File: config.mk
export PLATFORM = sky130hd
export DESIGN_NAME = can_timing_flags
export DESIGN_NICKNAME = d
export VERILOG_FILES = /design/src/pkg/can_timing_pkg.sv /design/src/can_timing_flags.sv
export SDC_FILE = /design/constraint.sdc
export NUM_CORES = 1
export LEC_CHECK = 0
export BUFFER_PORTS_ARGS = -buffer_cell sky130_fd_sc_hd__buf_2
export CAP_MARGIN = 5
export CORE_MARGIN = 1
export CORE_UTILIZATION = 55
export CTS_BUF_LIST = sky130_fd_sc_hd__clkbuf_4 sky130_fd_sc_hd__clkbuf_8 sky130_fd_sc_hd__clkbuf_16
export CTS_CLUSTER_DIAMETER = 100
export DETAILED_ROUTE_END_ITERATION = 7
export GPL_TIMING_DRIVEN = 0
export PLACE_DENSITY = 0.88
export REMOVE_ABC_BUFFERS = 1
export SYNTH_ARGS = -nofsm -noshare
export SYNTH_HDL_FRONTEND = slang
export SYNTH_SLANG_ARGS = --single-unit
File: constraint.sdc
create_clock -name clk_i -period 4.2 [get_ports clk_i]
set_input_delay 0 -clock clk_i [delete_from_list [all_inputs] [get_ports clk_i]]
set_output_delay 0 -clock clk_i [all_outputs]
set_load 0.05 [all_outputs]
File: src/pkg/can_timing_pkg.sv
// constants, field layouts and carrier types for the can timing and receiver flag slice
// assumes an avalon-mm master with 32-bit data and a single 100 MHz clock
//
// Summary of operation
// - loopback feeds transmit stream into receiver
// - loopback ignores receive pin, transmit recessive; wake detection still reads the pin
// - loopback ignores acknowledge slot bit value
// - loopback still raises transmit and receive interrupts
// - filtered wake needs dominant pulse minimum length
// - unfiltered wake on any falling bus edge
// - clock select: pll clock or crystal half
// - mode and timing writable only in soft reset
// - jump width is field plus one quanta; field is only stored and read back, no resynchronization uses it
// - prescaler divides by field plus one
// - triple sample takes majority of three
// - first segment is field plus one quanta
// - second segment is field plus one quanta
// - bit time is prescale times total quanta
// - receiver flags clear by writing one
// - clear ignored while set condition holds
// - hard and soft reset clear flags
// - flag interrupt needs flag and enable
// - sleep bus activity sets wake flag
// - warning flag at count 96, no passive
// - soft reset aborts, holds flags reset
// - receive passive above 127 unless bus off
package can_timing_pkg;

  localparam int unsigned ADDR_W          = 4;
  localparam logic [3:0]  OFS_MODE_CTRL   = 4'h0;
  localparam logic [3:0]  OFS_TIMING_PRE  = 4'h4;
  localparam logic [3:0]  OFS_TIMING_SEG  = 4'h8;
  localparam logic [3:0]  OFS_RX_FLAGS    = 4'hc;
  localparam logic [3:0]  OFS_IRQ_ENABLE  = 4'h0;
  localparam logic [1:0]  BANK_LOW        = 2'h0;
  localparam logic [1:0]  BANK_HIGH       = 2'h1;
  localparam logic [31:0] READ_UNMAPPED   = 32'h0000_0000;

  localparam int unsigned WARN_LEVEL      = 96;
  localparam int unsigned PASSIVE_LEVEL   = 127;
  localparam int unsigned MIN_FIRST_TIME_SEGMENT_CODE  = 3;
  localparam int unsigned MIN_SECOND_TIME_SEGMENT_CODE  = 1;

  localparam int unsigned WAKE_PULSE_NS   = 2000;
  localparam int unsigned CLK_PERIOD_NS   = 10;
  localparam int unsigned WAKE_PULSE_CYC  = (WAKE_PULSE_NS + CLK_PERIOD_NS - 1) / CLK_PERIOD_NS;

  localparam logic [7:0]  FLAG_WAKE       = 8'h80;
  localparam logic [7:0]  FLAG_RX_WARN    = 8'h40;
  localparam logic [7:0]  FLAG_RX_PASSIVE = 8'h10;
  localparam logic [7:0]  ERROR_CLASS     = 8'h7e;

  typedef struct packed {
    logic       loopback_selftest;
    logic       wake_filter_mode;
    logic       module_clock_select;
  } mode_s;

  typedef struct packed {
    logic [1:0] resync_jump_width;
    logic [5:0] baud_prescaler;
  } prescale_s;

  typedef struct packed {
    logic       triple_sample;
    logic [2:0] second_time_segment;
    logic [3:0] first_time_segment;
  } segments_s;

  typedef enum logic [1:0] {
    SEG_SYNC,
    SEG_ONE,
    SEG_TWO
  } seg_e;

endpackage : can_timing_pkg

File: src/can_timing_flags.sv
// bit timing, loopback, wake detection and receiver flags of the can controller
// assumes the rest of the controller supplies counts, passive flags and transmit stream
`timescale 1ns/1ps
`default_nettype none

module can_timing_flags
  import can_timing_pkg::*;
#(
  parameter int unsigned WAKE_CYCLES = WAKE_PULSE_CYC
)(
  input  wire logic                clk_i,
  input  wire logic                resetn_i,
  input  wire logic [ADDR_W-1:0]   avs_address_i,
  input  wire logic                avs_chipselect_bank_i,
  input  wire logic                avs_read_i,
  input  wire logic                avs_write_i,
  input  wire logic [31:0]         avs_writedata_i,
  input  wire logic [3:0]          avs_byteenable_i,
  output logic [31:0]              avs_readdata_o,
  output logic                     avs_waitrequest_o,
  input  wire logic                soft_reset_bit_i,
  input  wire logic                sleep_mode_i,
  input  wire logic [7:0]          rx_error_count_i,
  input  wire logic                tx_passive_flag_i,
  input  wire logic                bus_off_flag_i,
  input  wire logic [5:0]          other_flags_set_i,
  input  wire logic                pll_clock_tick_i,
  input  wire logic                crystal_clock_tick_i,
  input  wire logic                can_receive_pin_i,
  input  wire logic                tx_bit_i,
  input  wire logic                ack_slot_i,
  input  wire logic                tx_done_i,
  input  wire logic                rx_done_i,
  output logic                     can_transmit_pin_o,
  output logic                     rx_bit_o,
  output logic                     sample_tick_o,
  output logic                     bit_start_o,
  output logic                     tx_irq_o,
  output logic                     rx_irq_o,
  output logic                     error_irq_o,
  output logic                     wake_irq_o,
  output logic [3:0]               bit_quanta_o
);

  ////////////////////////////////////////////////////////////////////////////
  // state carrier

  typedef struct packed {
    mode_s       mode;
    prescale_s   pre;
    segments_s   seg;
    logic [7:0]  flags;
    logic [7:0]  enables;
    logic        rx_sync1;
    logic        rx_sync2;
    logic        rx_prev;
    logic        mod_tick;
    logic        xtal_half;
    logic [5:0]  pre_cnt;
    seg_e        phase;
    logic [3:0]  tq_cnt;
    logic [2:0]  samples;
    logic        bus_bit;
    logic [15:0] wake_cnt;
    logic [31:0] rdata;
    logic        wait_n;
    logic        can_tx;
    logic        rx_out;
    logic        smp;
    logic        bstart;
    logic        tx_irq;
    logic        rx_irq;
    logic        err_irq;
    logic        wk_irq;
    logic [3:0]  quanta;
  } state_s;

  state_s st;
  state_s next_st;

  function automatic logic majority3(input logic [2:0] v);
    majority3 = (v[0] & v[1]) | (v[0] & v[2]) | (v[1] & v[2]);
  endfunction : majority3

  function automatic logic [3:0] plus_one4(input logic [3:0] v);
    plus_one4 = v + 4'h1;
  endfunction : plus_one4

  ////////////////////////////////////////////////////////////////////////////
  // next state

  logic       access;
  logic       commit;
  logic       bank_ok;
  logic       wr_mode;
  logic       wr_pre;
  logic       wr_seg;
  logic       wr_flags;
  logic       wr_en;
  logic       rx_line;
  logic       sampled;
  logic [7:0] set_now;
  logic [7:0] cond_now;
  logic [7:0] clr_mask;
  logic       falling;

  always_comb
  begin
    next_st  = st;
    sampled  = 1'b0;
    access   = (avs_read_i | avs_write_i) & ~st.wait_n;
    commit   = avs_write_i & st.wait_n;
    bank_ok  = avs_chipselect_bank_i == BANK_LOW[0];
    wr_mode  = commit & bank_ok & (avs_address_i == OFS_MODE_CTRL);
    wr_pre   = commit & bank_ok & (avs_address_i == OFS_TIMING_PRE);
    wr_seg   = commit & bank_ok & (avs_address_i == OFS_TIMING_SEG);
    wr_flags = commit & bank_ok & (avs_address_i == OFS_RX_FLAGS);
    wr_en    = commit & ~bank_ok & (avs_address_i == OFS_IRQ_ENABLE);
    next_st.rx_sync1 = can_receive_pin_i;
    next_st.rx_sync2 = st.rx_sync1;
    rx_line = st.mode.loopback_selftest ? tx_bit_i : st.rx_sync2;
    next_st.can_tx = st.mode.loopback_selftest ? 1'b1 : tx_bit_i;
    next_st.xtal_half = st.xtal_half ^ crystal_clock_tick_i;
    next_st.mod_tick = st.mode.module_clock_select ? pll_clock_tick_i
                                                   : (crystal_clock_tick_i & st.xtal_half);
    next_st.smp    = 1'b0;
    next_st.bstart = 1'b0;
    next_st.quanta = 4'h1 + plus_one4(st.seg.first_time_segment)
                     + plus_one4({1'b0, st.seg.second_time_segment});
    if (soft_reset_bit_i && wr_mode && avs_byteenable_i[0])
    begin
      next_st.mode = avs_writedata_i[2:0];
    end
    if (soft_reset_bit_i && wr_pre && avs_byteenable_i[0])
    begin
      next_st.pre = avs_writedata_i[7:0];
    end
    if (soft_reset_bit_i && wr_seg && avs_byteenable_i[0])
    begin
      next_st.seg = avs_writedata_i[7:0];
    end
    if (soft_reset_bit_i)
    begin
      next_st.phase   = SEG_SYNC;
      next_st.pre_cnt = 6'h00;
      next_st.tq_cnt  = 4'h0;
    end
    else if (st.mod_tick)
    begin
      if (st.pre_cnt >= st.pre.baud_prescaler)
      begin
        next_st.pre_cnt = 6'h00;
        next_st.samples = {st.samples[1:0], rx_line};
        case (st.phase)
          SEG_SYNC:
          begin
            next_st.phase  = SEG_ONE;
            next_st.tq_cnt = 4'h0;
          end
          SEG_ONE:
          begin
            if (st.tq_cnt >= st.seg.first_time_segment)
            begin
              next_st.phase  = SEG_TWO;
              next_st.tq_cnt = 4'h0;
              next_st.smp    = 1'b1;
              sampled = st.seg.triple_sample ? majority3({st.samples[1:0], rx_line}) : rx_line;
              if (ack_slot_i && st.mode.loopback_selftest)
              begin
                sampled = 1'b0;
              end
              next_st.bus_bit = sampled;
              next_st.rx_out  = sampled;
            end
            else
            begin
              next_st.tq_cnt = st.tq_cnt + 4'h1;
            end
          end
          SEG_TWO:
          begin
            if (st.tq_cnt >= {1'b0, st.seg.second_time_segment})
            begin
              next_st.phase  = SEG_SYNC;
              next_st.bstart = 1'b1;
            end
            else
            begin
              next_st.tq_cnt = st.tq_cnt + 4'h1;
            end
          end
          default:
          begin
            next_st.phase = SEG_SYNC;
          end
        endcase
      end
      else
      begin
        next_st.pre_cnt = st.pre_cnt + 6'h01;
      end
    end
    falling = st.rx_prev & ~st.rx_sync2;
    next_st.rx_prev = st.rx_sync2;
    if (st.rx_sync2)
    begin
      next_st.wake_cnt = 16'h0000;
    end
    else if (st.wake_cnt < 16'(WAKE_CYCLES))
    begin
      next_st.wake_cnt = st.wake_cnt + 16'h0001;
    end
    cond_now = 8'h00;
    cond_now[7] = sleep_mode_i & (st.mode.wake_filter_mode
                  ? (st.wake_cnt == 16'(WAKE_CYCLES - 1)) & ~st.rx_sync2 : falling);
    cond_now[6] = (rx_error_count_i >= 8'(WARN_LEVEL)) & ~st.flags[4] & ~tx_passive_flag_i
                  & ~bus_off_flag_i;
    cond_now[4] = (rx_error_count_i > 8'(PASSIVE_LEVEL)) & ~bus_off_flag_i;
    cond_now[5] = other_flags_set_i[5];
    cond_now[3:0] = other_flags_set_i[3:0];
    set_now = cond_now;
    clr_mask = (wr_flags && avs_byteenable_i[0]) ? avs_writedata_i[7:0] : 8'h00;
    next_st.flags = (st.flags & ~(clr_mask & ~cond_now)) | set_now;
    if (wr_en && avs_byteenable_i[0])
    begin
      next_st.enables = avs_writedata_i[7:0];
    end
    if (soft_reset_bit_i)
    begin
      next_st.flags   = 8'h00;
      next_st.enables = 8'h00;
    end
    next_st.err_irq = |(st.flags & st.enables & ERROR_CLASS);
    next_st.wk_irq  = |(st.flags & st.enables & FLAG_WAKE);
    // rx and tx events kept in loopback
    next_st.tx_irq = tx_done_i & ~soft_reset_bit_i;
    next_st.rx_irq = rx_done_i & ~soft_reset_bit_i;
    // bus answer one cycle after request
    next_st.wait_n = access;
    next_st.rdata  = READ_UNMAPPED;
    if (access && avs_read_i)
    begin
      if (bank_ok)
      begin
        case (avs_address_i)
          OFS_MODE_CTRL:  next_st.rdata = {29'h0000_0000, st.mode};
          OFS_TIMING_PRE: next_st.rdata = {24'h00_0000, st.pre};
          OFS_TIMING_SEG: next_st.rdata = {24'h00_0000, st.seg};
          OFS_RX_FLAGS:   next_st.rdata = {24'h00_0000, st.flags};
          default:        next_st.rdata = READ_UNMAPPED;
        endcase
      end
      else if (avs_address_i == OFS_IRQ_ENABLE)
      begin
        next_st.rdata = {24'h00_0000, st.enables};
      end
    end
  end

  ////////////////////////////////////////////////////////////////////////////
  // registers

  always_ff @(posedge clk_i or negedge resetn_i)
  begin
    if (!resetn_i)
    begin
      st          <= '0;
      st.rx_sync1 <= 1'b1;
      st.rx_sync2 <= 1'b1;
      st.rx_prev  <= 1'b1;
      st.can_tx   <= 1'b1;
      st.rx_out   <= 1'b1;
      st.bus_bit  <= 1'b1;
      st.samples  <= 3'h7;
      st.quanta   <= 4'h2;
    end
    else
    begin
      st <= next_st;
    end
  end

  assign avs_readdata_o     = st.rdata;
  assign avs_waitrequest_o  = ~st.wait_n;
  assign can_transmit_pin_o = st.can_tx;
  assign rx_bit_o           = st.rx_out;
  assign sample_tick_o      = st.smp;
  assign bit_start_o        = st.bstart;
  assign tx_irq_o           = st.tx_irq;
  assign rx_irq_o           = st.rx_irq;
  assign error_irq_o        = st.err_irq;
  assign wake_irq_o         = st.wk_irq;
  assign bit_quanta_o       = st.quanta;
endmodule : can_timing_flags

`default_nettype wire

==> impl_metrics.toml <==
[layout]
drive_gt1_share_pct = 25.2
nets = 610
final_area_um2 = 5520
layout-area-overhead-vs-synth_pct = 14.3
diodes = 0

[worst_hold_path]
hold_class = "primary input to register"

[clock_network]
cts_tree = "built"
clk_pin_slew_ns = 0.09
insertion_delay_ns = 0.37
cts.path.max_buffers = 2
cts_setup_buffers = 0
clock_sinks = 91
clockRootBuffer = "clkbuf_8"
cts_made_buffers = 9
htreeDepth = 3

[logic_synthesis]
syn_avg_cell_area_um2 = 11.0
synth_edf_count = 0
synth-seq-cells = 91
synth_cells = 439
netlist_top_cells_area = "dfrtp_1, mux2_2, ha_1"
yosys.area.top_type = "dfrtp_1"
seq_area_frac_synth_pct = 47.4
ys_types = 59
ys_warn_count = 0
yosysTopAreaCellShare_pct = 43.0
synthesis.area_um2 = 4830
yosys_most_used_dff = "dfrtp_1"
synth_async_sr_flop_share_pct = 100

[drt]
avgRoutedWirePerCell_um = 17.0
first_pass_iters = 4
drt-initial-drc-count = 238
num_vias = 3593
wl_um = 10600
drc = 0
ant_nets = 0
vias_per_cell = 5.76

[global_routing]
grt_first_pass_wirelength_um = 16900
antenna_found_initial = 0
grt_usage_pct = 24.9
grt_max_degree = 62
overflow = 0
first_global_vias = 3572

[timing]
hold_viol = 0
fin_crit_sh_pct = 55.3
rsz0062_at_grt = "no"
slew_headroom_pct = 60.4
final.min_clock_period_ns = 2.32
worst_pin_slew_ns = 0.594
skew_ns = 0.00900
max_freq_ghz = 0.430
fin_setup_tns_ns = 0
setup_slack_ns = 1.88
slew_viol_final = 0
finalSetupViolations = 0

[floorplanning]
die_w_um = 95.7
rows = 33
pin_count = 115
die_h_um = 95.7
initial_core_util_pct = 57.9
dieArea_um2 = 9150
core_area_um2 = 8340

[place]
dp_slack_ns = 2.02
place_congestion = 0.830
post_dp_cell_area_um2 = 5020
io_buffers = 57
dpl.hpwl_um = 7010

[power]
p_per_area_nw_per_um2 = 342
peakVddDrop_mv = 0.180
p_leak_uw = 0.00262

[worst_setup_path]
critPathKind = "register to register"
critical_path_required_ns = 4.44
startpoint_type = "register"
crit_fanout = 11
cp-end-kind = "register"
cp.arrival_ns = 2.56

[run_status]
status = "complete, no violations"

[run]
cap_violations = 0
## cells by family (layout without fill, tap and decap cells)
kind of cell               after synthesis  in the layout  synth area share, %
other                                    1             24               0.0777
adders and majority gates               26             26                 6.90
buffers and inverters                   76            133                 9.13
muxes                                   32             32                 8.14
xor gates and xnor gates                 9              9                 1.63
and+or+nand+nor                        131            131                 14.6
AOI/OAI and AO/OA                       73             73                 12.1
DFF                                     91             91                 47.4
## repair_timing
action,4_1_cts,5_1_grt
hold endpoints to repair,132,0
hold buffers,32,0
resized for setup,0,0
## through the flow
stage / hold slack, ns / util (%) / power (uW) / cells
CTS: 0.0535 / 66.2 / 1890 / 624
global route: 0.0712 / 66.2 / 1970 / 624
finish: 0.0640 / 66.2 / 1890 / 624
global placement: 0.107 / 59.8 / 1300 / 575
detailed placement: -0.0331 / 60.2 / 1320 / 576
floorplan: -0.296 / - / 1220 / 413
## worst paths after layout
kind | start | end | slack, ns | cells past startpoint
min | avs_address_i[0] | avs_readdata_o[1]$_DFF_PN0_ | 0.06 | 4
max | st[12]$_DFF_PN0_ | st[91]$_DFF_PN0_ | 1.88 | 6
min in group asynchronous | resetn_i | st[45]$_DFFE_PN0P_ | 0.10 | 2
min reg2reg | next_st[80]$_DFF_PN1_ | next_st[79]$_DFF_PN1_ | 0.36 | 0
max reg2reg | st[12]$_DFF_PN0_ | st[91]$_DFF_PN0_ | 1.88 | 6
max in group asynchronous | resetn_i | st[79]$_DFF_PN1_ | 3.43 | 3
## report_power, final
group,internal (uW),leakage (uW),total [uW],switching (uW)
logic,125,0.00132,353,228
registers,937,0.00122,981,44.2
clock network,219,0.0000871,552,333
## synth_stat cells (all sizes together), types with 9 or more instances
| master | instances |
|---|---|
| nor2b | 15 |
| ha | 25 |
| a21oi | 25 |
| buf | 43 |
| nor2 | 29 |
| nand2b | 9 |
| a22oi | 11 |
| inv | 27 |
| nand2 | 32 |
| mux2 | 28 |
| dfrtp | 83 |
| nand3 | 14 |
## placed cells by master (no fill, tap or decap), drive strengths merged, types with 2 or more instances in the layout
cell / Yosys / layout
nand4: 5 / 5
conb: 1 / 24
nand2: 32 / 32
nand2b: 9 / 9
nor4b: 3 / 3
xor2: 6 / 6
a211oi: 3 / 3
nand3b: 2 / 2
a41o: 2 / 2
a22oi: 11 / 11
nor4: 6 / 6
nor3: 2 / 2
or2: 2 / 2
o21ai: 6 / 6
buf: 43 / 58
a21oi: 25 / 25
nor2b: 15 / 15
dfstp: 8 / 8
ha: 25 / 25
dfrtp: 83 / 83
inv: 27 / 28
xnor2: 3 / 3
and3: 8 / 8
a22o: 8 / 8
a21o: 3 / 3
mux4: 3 / 3
clkbuf: 6 / 9
clkinvlp: 0 / 2
dlygate4sd3: 0 / 32
nand3: 14 / 14
nor2: 29 / 29
a31oi: 5 / 5
clkinv: 0 / 4
mux2: 28 / 28
## worst max-delay path, cell delays in order, from the launching register on
cell	delay, ns
dfrtp_1	0.38
and3_1	0.44
and4_1	0.50
nand2_1	0.11
a21oi_1	0.15
dlygate4sd3_1	0.57
nor2_1	0.04
## registers in the layout, summed over array words and instances (netlist names), 2 cells and up
name and flops:
avs_readdata_o 8, bit_quanta_o 4, st 69, next_st 2
## per-layer routing
metal | track usage (%) | share of wire (%) | vias up | wire, um
met5 | 0 | 0 | - | 0
met4 | 9.45 | 2.5 | 0 | 265
met3 | 6.38 | 4.7 | 25 | 497
met2 | 42.6 | 51 | 118 | 5440
met1 | 30.1 | 42 | 1817 | 4400
li1 | - | - | 1633 | -
## cell type report
cell class / instances / area [um2]
Fill cell: 601 / 2820
Sequential cell: 91 / 2290
Multi-Input combinational cell: 295 / 2180
Timing Repair Buffer: 90 / 636
Tap cell: 105 / 131
Clock buffer: 9 / 124
Inverter: 27 / 101
Clock inverter: 7 / 53.8
Note: power is estimated with default switching activity, not from simulation.
